File: src/rtl/rtdbs_pkg.sv
// Shared constants, field layouts and carrier types of the double-buffer selector
package rtdbs_pkg;

    // ************************************************************
    // Widths and counts
    // ************************************************************
    localparam int              WORD_W         = 16;     // Memory word width
    localparam int              ADDR_W         = 16;     // Memory address width
    localparam int              MEM_WORDS_DFLT = 8192;   // Words swept by the reset clear
    localparam logic [15:0]     WORD_ZERO      = 16'h0000; // Cleared memory value
    localparam logic [15:0]     ADDR_ZERO      = 16'h0000; // First address of the sweep

    // ************************************************************
    // Descriptor block offsets from its base N
    // ************************************************************
    localparam logic [15:0]     DESC_CTRL_OFS  = 16'h0000; // Control word
    localparam logic [15:0]     DESC_PTR_A_OFS = 16'h0001; // Data pointer A
    localparam logic [15:0]     DESC_PTR_B_OFS = 16'h0002; // Data pointer B
    localparam logic [15:0]     DESC_BCST_OFS  = 16'h0003; // Broadcast data pointer

    // ************************************************************
    // Control word bit positions
    // ************************************************************
    localparam int              CW_NEXT_BUF_BIT   = 0;  // next_buffer_select
    localparam int              CW_ACT_IND_BIT    = 1;  // active_buffer_indicator
    localparam int              CW_DB_ACTIVE_BIT  = 2;  // double_buffer_active
    localparam int              CW_DB_PAUSE_BIT   = 3;  // double_buffer_pause
    localparam int              CW_DB_SELECT_BIT  = 4;  // double_buffer_select
    localparam int              CW_CMD_BUSY_BIT   = 5;  // per_command_busy

    // ************************************************************
    // Mode transmit information word bit positions
    // ************************************************************
    localparam int              MIW_HI_LSB     = 10; // Bits 15-10 come from the protocol engine
    localparam int              MIW_BUSY_BIT   = 9;  // responded_busy_flag
    localparam int              MIW_ILLEGAL_BIT = 8; // Illegal command received
    localparam int              MIW_UNUSED_LSB = 6;  // Bits 7-6 always zero
    localparam int              MIW_BUS_BIT    = 5;  // bus_select_flag
    localparam int              MIW_MC_LSB     = 0;  // mode_code_field, bits 4-0

    // ************************************************************
    // Types
    // ************************************************************
    typedef enum logic [3:0] {
        S_CLEAR, S_IDLE, S_CW_WAIT, S_CW_TAKE, S_PTR_WAIT, S_PTR_TAKE, S_MARK,
        S_SERVE, S_END_WAIT, S_END_TAKE, S_WR_MIW, S_WR_CW
    } rtdbs_state_type;

    typedef struct packed {
        logic [15:0] desc_addr;       // Descriptor base N
        logic [4:0]  mode_code_field; // Mode code from the command word
        logic        bus_select_flag; // 0 bus A, 1 bus B
        logic        broadcast_flag;  // Broadcast command
        logic        tx;              // Transmit command
        logic        mode_cmd;        // Mode command rather than subaddress
    } rtdbs_msg_type;

    typedef struct packed {
        logic        incomplete;      // Message did not finish
        logic        illegal;         // Illegalization entry was 1
        logic        busy;            // Answered with busy status
        logic        msg_error;       // Message error status
        logic        wc_legal;        // Word count is a legal one
        logic [5:0]  miw_hi;          // Info word bits 15-10
    } rtdbs_outcome_type;

    typedef struct packed {
        logic        toggle_guard_option;
        logic        broadcast_separate_option;
        logic        broadcast_invalidate;
        logic        global_busy;     // Global busy status bit
    } rtdbs_cfg_type;

    typedef struct packed {
        logic [15:0] addr;
        logic [15:0] wdata;
        logic        we;
        logic        re;
    } rtdbs_mem_type;

    // Whether a finished message may flip the next-buffer bit
    function automatic logic rtdbs_toggle_ok(input logic guard, input rtdbs_outcome_type o);
        logic ok;
        ok = !o.incomplete && !o.msg_error;
        if (guard)
        begin
            ok = ok && !o.illegal && !o.busy && o.wc_legal;
        end
        return ok;
    endfunction

endpackage

File: src/rtl/rtdbs_top.sv
// Double-buffer selection and mode transmit info word fill for one remote terminal
`timescale 1ns/100ps
// How it works
// - Busy answer sets info word bit 9
// - Illegal table entry sets bit 8
// - Bit 5 shows bus A or B
// - Mode code fills bits 4-0
// - Alternate buffers A and B per message
// - Descriptor: control, A, B, broadcast at N+3
// - Select and no pause sets active bit
// - Next-buffer 0 picks A, 1 picks B
// - Pointers A and B never written
// - Error-free message inverts next-buffer bit
// - New message overwrites selected buffer words
// - Guard set blocks toggle on bad outcomes
// - Guard clear still toggles on illegal, busy
// - Guard set toggles only on legal count
// - Reset clears the first MEM_WORDS words to zero
// - Pause clears active bit, freezes alternation
// - Unpause sets active bit, resumes alternation
// - Separated broadcasts use broadcast buffer, no toggle
module rtdbs_top #(
    parameter int MEM_WORDS = rtdbs_pkg::MEM_WORDS_DFLT  // Words cleared after reset
) (
    input  wire logic                        clk,
    input  wire logic                        rst_n,
    input  wire rtdbs_pkg::rtdbs_cfg_type     cfg,
    input  wire logic                        msg_start,
    input  wire rtdbs_pkg::rtdbs_msg_type     msg_in,
    input  wire logic                        msg_done,
    input  wire rtdbs_pkg::rtdbs_outcome_type outcome_in,
    input  wire logic [15:0]                 mem_rdata,
    output logic                             ready,
    output logic                             clearing,
    output rtdbs_pkg::rtdbs_mem_type          mem,
    output logic [15:0]                      buf_ptr,
    output logic                             ptr_valid,
    output logic                             responded_busy_flag,
    output logic                             done
);
    import rtdbs_pkg::*;
    // ************************************************************
    // Parameter check
    // ************************************************************
    if (MEM_WORDS < 1 || MEM_WORDS > 65536)
    begin : g_bad_size
        $error("MEM_WORDS must lie between 1 and 65536");
    end
    localparam logic [15:0] LAST_ADDR = 16'(MEM_WORDS - 1); // End of the clear sweep
    // ************************************************************
    // State
    // ************************************************************
    typedef struct packed {
        rtdbs_state_type   state;
        rtdbs_mem_type     mem;
        rtdbs_msg_type     msg;      // Latched command
        rtdbs_outcome_type outc;     // Latched message outcome
        logic [15:0]       cw;       // Control word being worked on
        logic [15:0]       buf_ptr;
        logic              alt;      // Alternation running at message start
        logic              bpath;    // Broadcast buffer in use
        logic              use_b;    // Pointer B in use
        logic              ptr_valid;
        logic              resp_busy;
        logic              done;
        logic              ready;
        logic              clearing;
    } rtdbs_top_state_type;
    rtdbs_top_state_type s_r;        // Registered state
    rtdbs_top_state_type s_nxt;      // Next state
    // Descriptor offset of the data pointer to use
    function automatic logic [15:0] ptr_ofs(input logic [15:0] cw, input logic bpath);
        logic [15:0] o;
        o = DESC_PTR_A_OFS;
        if (bpath)
        begin
            o = DESC_BCST_OFS;
        end
        else if (cw[CW_DB_SELECT_BIT] && !cw[CW_DB_PAUSE_BIT])
        begin
            o = cw[CW_NEXT_BUF_BIT] ? DESC_PTR_B_OFS : DESC_PTR_A_OFS;
        end
        else if (cw[CW_DB_SELECT_BIT])
        begin
            // Paused: keep serving the buffer last marked active
            o = cw[CW_ACT_IND_BIT] ? DESC_PTR_B_OFS : DESC_PTR_A_OFS;
        end
        return o;
    endfunction
    logic [15:0] mode_miw;           // Mode transmit info word
    logic        bpath_now;          // Broadcast separation applies to this command
    logic        toggle_now;         // Flip decision at message end
    // ************************************************************
    // Next-state logic
    // ************************************************************
    always_comb
    begin
        // info word bits 15-0 built here
        mode_miw = {s_r.outc.miw_hi, s_r.resp_busy, s_r.outc.illegal, 2'b00,
                    s_r.msg.bus_select_flag, s_r.msg.mode_code_field};
        // separated broadcasts take the broadcast pointer
        bpath_now = s_r.msg.broadcast_flag && cfg.broadcast_separate_option
                    && !cfg.broadcast_invalidate;
        toggle_now = s_r.alt && !s_r.bpath && rtdbs_toggle_ok(cfg.toggle_guard_option, s_r.outc);
        s_nxt           = s_r;
        s_nxt.mem.we    = 1'b0;
        s_nxt.mem.re    = 1'b0;
        s_nxt.ptr_valid = 1'b0;
        s_nxt.done      = 1'b0;
        unique case (s_r.state)
            S_CLEAR:
            begin
                // sweep zero into words 0 to LAST_ADDR, one per cycle
                s_nxt.mem.we    = 1'b1;
                s_nxt.mem.wdata = WORD_ZERO;
                if (s_r.mem.we)
                begin
                    if (s_r.mem.addr == LAST_ADDR)
                    begin
                        s_nxt.mem.we   = 1'b0;
                        s_nxt.clearing = 1'b0;
                        s_nxt.ready    = 1'b1;
                        s_nxt.state    = S_IDLE;
                    end
                    else
                    begin
                        s_nxt.mem.addr = 16'(s_r.mem.addr + 16'h0001);
                    end
                end
            end
            S_IDLE:
            begin
                // Starts are only taken while ready
                if (msg_start)
                begin
                    s_nxt.msg      = msg_in;
                    s_nxt.mem.addr = msg_in.desc_addr;
                    s_nxt.mem.re   = 1'b1;
                    s_nxt.ready    = 1'b0;
                    s_nxt.state    = S_CW_WAIT;
                end
            end
            S_CW_WAIT:
            begin
                // Memory answers one cycle after the read strobe
                s_nxt.state = S_CW_TAKE;
            end
            S_CW_TAKE:
            begin
                // pick the pointer from the fetched control word
                s_nxt.cw        = mem_rdata;
                s_nxt.alt       = mem_rdata[CW_DB_SELECT_BIT] && !mem_rdata[CW_DB_PAUSE_BIT];
                s_nxt.bpath     = bpath_now;
                s_nxt.use_b     = ptr_ofs(mem_rdata, bpath_now) == DESC_PTR_B_OFS;
                s_nxt.resp_busy = cfg.global_busy || mem_rdata[CW_CMD_BUSY_BIT];
                s_nxt.mem.addr  = 16'(s_r.msg.desc_addr + ptr_ofs(mem_rdata, bpath_now));
                s_nxt.mem.re    = 1'b1;
                s_nxt.state     = S_PTR_WAIT;
            end
            S_PTR_WAIT:
            begin
                s_nxt.state = S_PTR_TAKE;
            end
            S_PTR_TAKE:
            begin
                // pointer used as a fixed start address, never rewritten
                s_nxt.buf_ptr   = mem_rdata;
                s_nxt.ptr_valid = 1'b1;
                // confirm or withdraw alternation at start
                s_nxt.cw[CW_DB_ACTIVE_BIT] = s_r.alt;
                if (s_r.alt && !s_r.bpath)
                begin
                    s_nxt.cw[CW_ACT_IND_BIT] = s_r.use_b;
                end
                s_nxt.mem.addr  = s_r.msg.desc_addr;
                s_nxt.mem.wdata = s_nxt.cw;
                s_nxt.mem.we    = 1'b1;
                s_nxt.state     = S_MARK;
            end
            S_MARK:
            begin
                s_nxt.state = S_SERVE;
            end
            S_SERVE:
            begin
                // Protocol engine moves the data words meanwhile
                if (msg_done)
                begin
                    s_nxt.outc     = outcome_in;
                    s_nxt.mem.addr = s_r.msg.desc_addr;
                    s_nxt.mem.re   = 1'b1;
                    s_nxt.state    = S_END_WAIT;
                end
            end
            S_END_WAIT:
            begin
                s_nxt.state = S_END_TAKE;
            end
            S_END_TAKE:
            begin
                // Re-read so a pause set mid-message clears the active bit
                s_nxt.cw = mem_rdata;
                // active bit follows select and pause
                s_nxt.cw[CW_DB_ACTIVE_BIT] = mem_rdata[CW_DB_SELECT_BIT]
                                             && !mem_rdata[CW_DB_PAUSE_BIT];
                // invert next-buffer bit for the other buffer when toggle_now is set
                s_nxt.cw[CW_NEXT_BUF_BIT] = mem_rdata[CW_NEXT_BUF_BIT] ^ toggle_now;
                s_nxt.mem.we = 1'b1;
                if (s_r.msg.mode_cmd && s_r.msg.tx)
                begin
                    // info word overwrites the earlier one
                    s_nxt.mem.addr  = s_r.buf_ptr;
                    s_nxt.mem.wdata = mode_miw;
                    s_nxt.state     = S_WR_MIW;
                end
                else
                begin
                    s_nxt.mem.addr  = s_r.msg.desc_addr;
                    s_nxt.mem.wdata = s_nxt.cw;
                    s_nxt.state     = S_WR_CW;
                end
            end
            S_WR_MIW:
            begin
                s_nxt.mem.we    = 1'b1;
                s_nxt.mem.addr  = s_r.msg.desc_addr;
                s_nxt.mem.wdata = s_r.cw;
                s_nxt.state     = S_WR_CW;
            end
            S_WR_CW:
            begin
                s_nxt.done  = 1'b1;
                s_nxt.ready = 1'b1;
                s_nxt.state = S_IDLE;
            end
        endcase
    end
    // ************************************************************
    // State register
    // ************************************************************
    always_ff @(posedge clk or negedge rst_n)
    begin
        if (!rst_n)
        begin
            s_r          <= '0;
            s_r.state    <= S_CLEAR;
            s_r.clearing <= 1'b1;
            s_r.mem.addr <= ADDR_ZERO;
        end
        else
        begin
            s_r <= s_nxt;
        end
    end
    // Outputs straight from the state register
    assign ready               = s_r.ready;
    assign clearing            = s_r.clearing;
    assign mem                 = s_r.mem;
    assign buf_ptr             = s_r.buf_ptr;
    assign ptr_valid           = s_r.ptr_valid;
    assign responded_busy_flag = s_r.resp_busy;
    assign done                = s_r.done;
    // ************************************************************
    // Assertions
    // ************************************************************
    logic exp_tog;                   // Expected flip, kept apart from the package helper
    assign exp_tog = s_r.alt && !s_r.bpath && !s_r.outc.incomplete && !s_r.outc.msg_error
                     && (!cfg.toggle_guard_option
                         || (!s_r.outc.illegal && !s_r.outc.busy && s_r.outc.wc_legal));
endmodule

File: config.mk
export PLATFORM = sky130hd
export DESIGN_NAME = rtdbs_top
export DESIGN_NICKNAME = d
export VERILOG_FILES = /design/src/rtl/rtdbs_pkg.sv /design/src/rtl/rtdbs_top.sv
export SDC_FILE = /design/constraint.sdc
export NUM_CORES = 1
export LEC_CHECK = 0
export BUFFER_PORTS_ARGS = -buffer_cell sky130_fd_sc_hd__buf_2
export CAP_MARGIN = 20
export CORE_ASPECT_RATIO = 0.7
export CORE_MARGIN = 3
export CORE_UTILIZATION = 55
export CTS_CLUSTER_DIAMETER = 120
export DETAILED_ROUTE_END_ITERATION = 6
export PLACE_DENSITY_LB_ADDON = 0.2
export SYNTH_ARGS = -nofsm -noshare
export SYNTH_HDL_FRONTEND = slang
export SYNTH_SLANG_ARGS = --single-unit
export TNS_END_PERCENT = 1
File: constraint.sdc
create_clock -name clk -period 3.2 [get_ports clk]
set_input_delay 0.48 -clock clk [delete_from_list [all_inputs] [get_ports clk]]
set_output_delay 0.48 -clock clk [all_outputs]
set_load 0.05 [all_outputs]
# ---- Word-level counts from Yosys, hierarchy flattened
# Cells that the tools add are included.
# W data, S select, Z words.
dict set report op_classes {
  n_bitwise 1
  n_mux 30
  addsub 2
  n_reduce_logical 32
  eq_ne 18
}
# operator n
set ops {}
lappend ops {{$pmux W16 S6} 1}
lappend ops {{$pmux W17 S4} 1}
lappend ops {{$mux W20} 3}
lappend ops {{$mux W16} 3}
lappend ops {{$pmux W4 S12} 1}
lappend ops {{$mux W33} 1}
lappend ops {{$mux W26} 1}
lappend ops {{$add A16 B1 Y16 const B} 1}
lappend ops {{$add A16 B16 Y16} 1}
lappend ops {{$eq A16 B13 Y1 const B} 1}
lappend ops {{$eq A16 B2 Y1 const B} 1}
lappend ops {{$eq A4 B3 Y1 const B} 4}
lappend ops {{$eq A4 B4 Y1 const B} 4}
lappend ops {{$mux W2} 6}
lappend ops {{$logic_and A1 B1 Y1} 10}
lappend ops {{$ne A2 B2 Y1 const B} 5}
lappend ops {{$eq A4 B2 Y1 const B} 2}
lappend ops {{$mux W1} 8}
lappend ops {{$reduce_and A4 Y1} 2}
lappend ops {{$logic_not A1 Y1} 7}
lappend ops {{$pmux W1 S3} 2}
lappend ops {{$pmux W2 S3} 1}
lappend ops {{$reduce_bool A3 Y1} 2}
lappend ops {{$reduce_bool A6 Y1} 1}
lappend ops {{other kinds (12)} 14}
dict set report word_totals {
  register_bits 114
  output_inout_bits 55
}

# ---- Depth between registers and ports, before layout
dict set report logic_depth {
  ltp_word 10
  mapped_depth 12
}

# ---- Least setup slack after synthesis
# Ideal clock, no wire load.
dict set report synth_path {
  path_kind {input port to flip-flop}
  start {input port mem_rdata[3]}
  end {register, netlist name mem[26]}
  path_stages 11
  arrival_time_ns 2.584
  path_buffers 0
  required_ns 3.079
  path_slack_ns 0.494
  cell_sequence {mux2i_1 nor2b_1 nand2_1 ha_1 inv_1 fa_1 or4b_1 a21o_1 a211oi_1 a41oi_1 o22a_1}
}
dict set report synth_via {
  elab_chain_len 7
}
# element line_no
set synth_lines {}
lappend synth_lines {{start: declaration} rtdbs_top.sv:32} ;# input wire logic [15:0] mem_rdata,
lappend synth_lines {{$logic_not A1 Y1} rtdbs_top.sv:79} ;# else if (cw[CW_DB_SELECT_BIT] && !cw[CW_DB_PAUSE_BIT])
lappend synth_lines {{$logic_and A1 B1 Y1} rtdbs_top.sv:79}
lappend synth_lines {{$mux W2} rtdbs_top.sv:79}
lappend synth_lines {{$mux W16} rtdbs_top.sv:75} ;# if (bpath)
lappend synth_lines {{$mux W16} rtdbs_top.sv:110} ;# unique case (s_r.state)
lappend synth_lines {{$add A16 B16 Y16} rtdbs_top.sv:156} ;# s_nxt.mem.addr = 16'(s_r.msg.desc_addr + ptr_ofs(mem_rdata, bpath_now));
lappend synth_lines {{$pmux W16 S6} rtdbs_top.sv:110}
# Every way passes these cells. The select of a mux whose other input is x is not followed.
# A chain may end at the register's enable or synchronous reset.

# ---- Worst setup path after layout
dict set report layout_path {
  start {register s_r[113] in the netlist's numbering}
  end {register, netlist name mem[25]}
}
dict set report layout_via {
  elab_chain_len 4
  word_cells_on_any_way 15
  classes_between {eq/ne (10); mux (1); reduce/logical (4)}
}
# element line_no
set layout_lines {}
lappend layout_lines {{start: declaration} rtdbs_top.sv:69} ;# rtdbs_top_state_type s_r;
lappend layout_lines {{start signal: assignment} rtdbs_top.sv:252} ;# s_r <= s_nxt;
lappend layout_lines {{$eq A4 B4 Y1 / $eq A4 B3 Y1 (equally long branches)} rtdbs_top.sv:110}
lappend layout_lines {{$reduce_or A2 Y1 (no source line)} --}
lappend layout_lines {{$reduce_bool A6 Y1 (no source line)} --}
lappend layout_lines {{$reduce_and A5 Y1 (no source line)} --}
# Parallel ways exist; a longest one is shown, timed or not.

==> qor.yml <==
synth_xor_area_share_pct: 1.72
cts-hold-fix-buffers: 0
clk_pin_slew_worst_paths_ns: 0.06
synthToLayoutAreaGrowth_pct: 16.0
grt_first_pass_wirelength_microns: 27100
maxCapViolCount: 0
n_fill_cell: 850
ys.flop_type: "dfrtp_1"
layout.nets: 750
drive_gt1_share_pct: 30.8
async_flop_share_pct: 100
multi_input_area_sq_um: 2660
cp_max_fo: 19
synth_edf_count: 0
viasPerCell: 6.19
die_x_microns: 132
endpoint_kind: "flip-flop"
hpwl_microns: 11600
clock_skew_ns: 0.00670
crit_required_ns: 3.49
grt_max_degree: 54
io_buffers: 114
grt_pass1_vias: 5182
gp_congestion: 0.857
power.leakage_nw: 3.25
worstHoldPathType: "in2async"
cts-root-buf: "clkbuf_16"
synthMuxAreaShare_pct: 9.53
fin_crit_ns: 2.89
numCtsBuffers: 17
diodes: 0
final-seq-area_sq_um: 2850
run_status: "completed"
antenna_found_initial: 0
ys_warn_count: 0
holdWs_ns: 0.115
final-max-slew-violation-count: 0
worst-setup-path-type: "reg2reg"
synth_top_family_by_area: "compound AO/OA/AOI/OAI gates"
crit_chain: "nor3_1 > nand2_1 > and4_1 > a21boi_1 > o21ai_0 > a22o_1"
max_slew_margin_pct: 42.6
r2r-end: "mem[25]$_DFFE_PN0P_"
tightest_slew_ns: 0.859
synth_nets: 686
slowest_stage: "a21boi_1"
seq_area_frac_synth_pct: 46.8
syn-cell-area_sq_um: 6100
initial_core_util_pct: 57.7
wl_microns: 16900
r2r_setup_slack_ns: 0.31
grt_overflow: 0
crit_arrival_ns: 3.18
cpPeakStageDelay_ns: 0.75
first_pass_iters: 5
ff2ff_path_depth: 6
rsz0062_at_grt: "false"
finalCritPeriodShare_pct: 90.3
fmax_mhz: 346
cts_buffer_depth: 2
die_h_microns: 94.1
rows: 31
post_cts_buffers: 0
cts_max_level: 4
drc: 0
core-area_sq_um: 10600
synth.distinct_cells: 65
synthCells: 622
reg2reg_from: "s_r[113]$_DFFE_PN0P_"
synth-adder-area-share_pct: 0.943
finalSetupTns_ns: 0
power_density_nw_per_um2: 1300
drt_iter0_drc: 582
cp-start-kind: "flip-flop"
vias: 5239
ant_nets: 0
io_pins: 115
wl_per_cell_microns: 19.9
irDropWorstVdd_uv: 753
tritoncts: "done"
synth-simple-area-share_pct: 14.8
clock_latency_ns: 0.41
dieArea_sq_um: 12400
setup_viol: 0
synth_seq_cells: 114
cts_resized: 0
hold_viol: 0
synth_compound_area_share_pct: 16.5
cts.sinks: 114
track_usage_pct: 27.9
syn_area_per_cell_sq_um: 9.81
-- cells by family after synthesis --
| logic type | count (synthesis) |
|---|---|
| AND/OR/NAND/NOR | 191 |
| adder cells (fa/ha/maj) | 4 |
| flip-flops | 114 |
| XOR/XNOR | 12 |
| multiplexers | 52 |
| AO/OA/AOI/OAI | 149 |
| buffers and inverters | 100 |
-- placed cells by master (no fill, tap or decap), drive strengths merged, types with 12 or more instances in the layout --
cell | synthesis | final
nor3 | 12 | 12
a222oi | 17 | 17
nor2 | 30 | 30
inv | 14 | 14
dfrtp | 113 | 113
buf | 69 | 131
a21oi | 42 | 42
nand3 | 15 | 15
o21ai | 35 | 35
mux2 | 49 | 49
clkbuf | 17 | 21
nand2 | 91 | 91
-- critical path, delay by kind of cell, from the launching register on --
family	cells	cell delay (ns)
AND/OR/NAND/NOR	3	0.81
flip-flops	1	0.73
AO/OA/AOI/OAI	3	1.22
-- per-stage QoR --
stage	cells	setup WS (ns)	utilization (%)	instance area [sq um]	power, mW
final	847	0.309	66.9	7080	9.18
after global routing	847	0.182	66.9	7080	9.70
after CTS	847	0.376	66.9	7080	9.16
after detailed placement	815	0.136	60.9	6450	7.07
after global placement	815	0.216	60.9	6450	6.93
after floorplan	622	0.494	-	6100	6.37
-- flip-flops by register name, indices dropped and copies added (netlist names), 13 cells and up --
signal    count
s_r          46
mem          34
buf_ptr      16
mode_miw     13
-- power breakdown --
group | switching (mW) | internal (mW) | leakage [nW]
registers | 0.705 | 2.17 | 1.38
clock network | 0.659 | 1.37 | 0.301
logic | 2.85 | 1.43 | 1.57
total | 4.21 | 4.97 | 3.25
-- layout make-up --
class	instances	share of cell area (%)
sequential	114	40.3
tap	148	2.62
clock inverter	11	2.62
multi-input combinational	408	37.6
inverter	14	0.742
clock buffer	21	6.22
timing repair buffer	131	9.90
-- routing by layer --
| metal | GRT usage [%] | share of wire [%] | up-vias |
|---|---|---|---|
| met2 | 45.0 | 47 | 246 |
| met3 | 7.92 | 8.5 | 26 |
| met4 | 9.70 | 1.5 | 0 |
| met1 | 36.4 | 43 | 2635 |
| li1 | - | - | 2332 |
| met5 | 0 | 0 | - |
-- Yosys cell counts (10+ instances only) --
cell type,number,share of area (%)
a222oi_1,17,2.8
clkbuf_1,16,0.98
buf_2,14,1.1
mux2_2,49,9.0
nand2_1,91,5.6
dfrtp_1,113,46
a21oi_1,42,3.4
buf_4,53,6.5
nor2_1,30,1.8
o21ai_0,32,2.6
inv_1,13,0.80
nor3_1,10,0.82
nand3_1,15,1.2
-- how the worst max path moves through the flow --
stage / startpoint / end / slack (ns) / cells after the start
floorplan: mem_rdata[3] / mem[26]$_DFFE_PN0P_ / 0.49 / 11
global placement: mem_rdata[3] / mem[26]$_DFFE_PN0P_ / 0.22 / 12
detailed placement: mem_rdata[3] / mem[26]$_DFFE_PN0P_ / 0.14 / 12
CTS: s_r[113]$_DFFE_PN0P_ / mem[12]$_DFFE_PN0P_ / 0.38 / 6
global route: s_r[113]$_DFFE_PN0P_ / mem[6]$_DFFE_PN0P_ / 0.18 / 6
finish: s_r[113]$_DFFE_PN0P_ / mem[25]$_DFFE_PN0P_ / 0.31 / 6
Note: power is estimated with default switching activity, not from simulation.
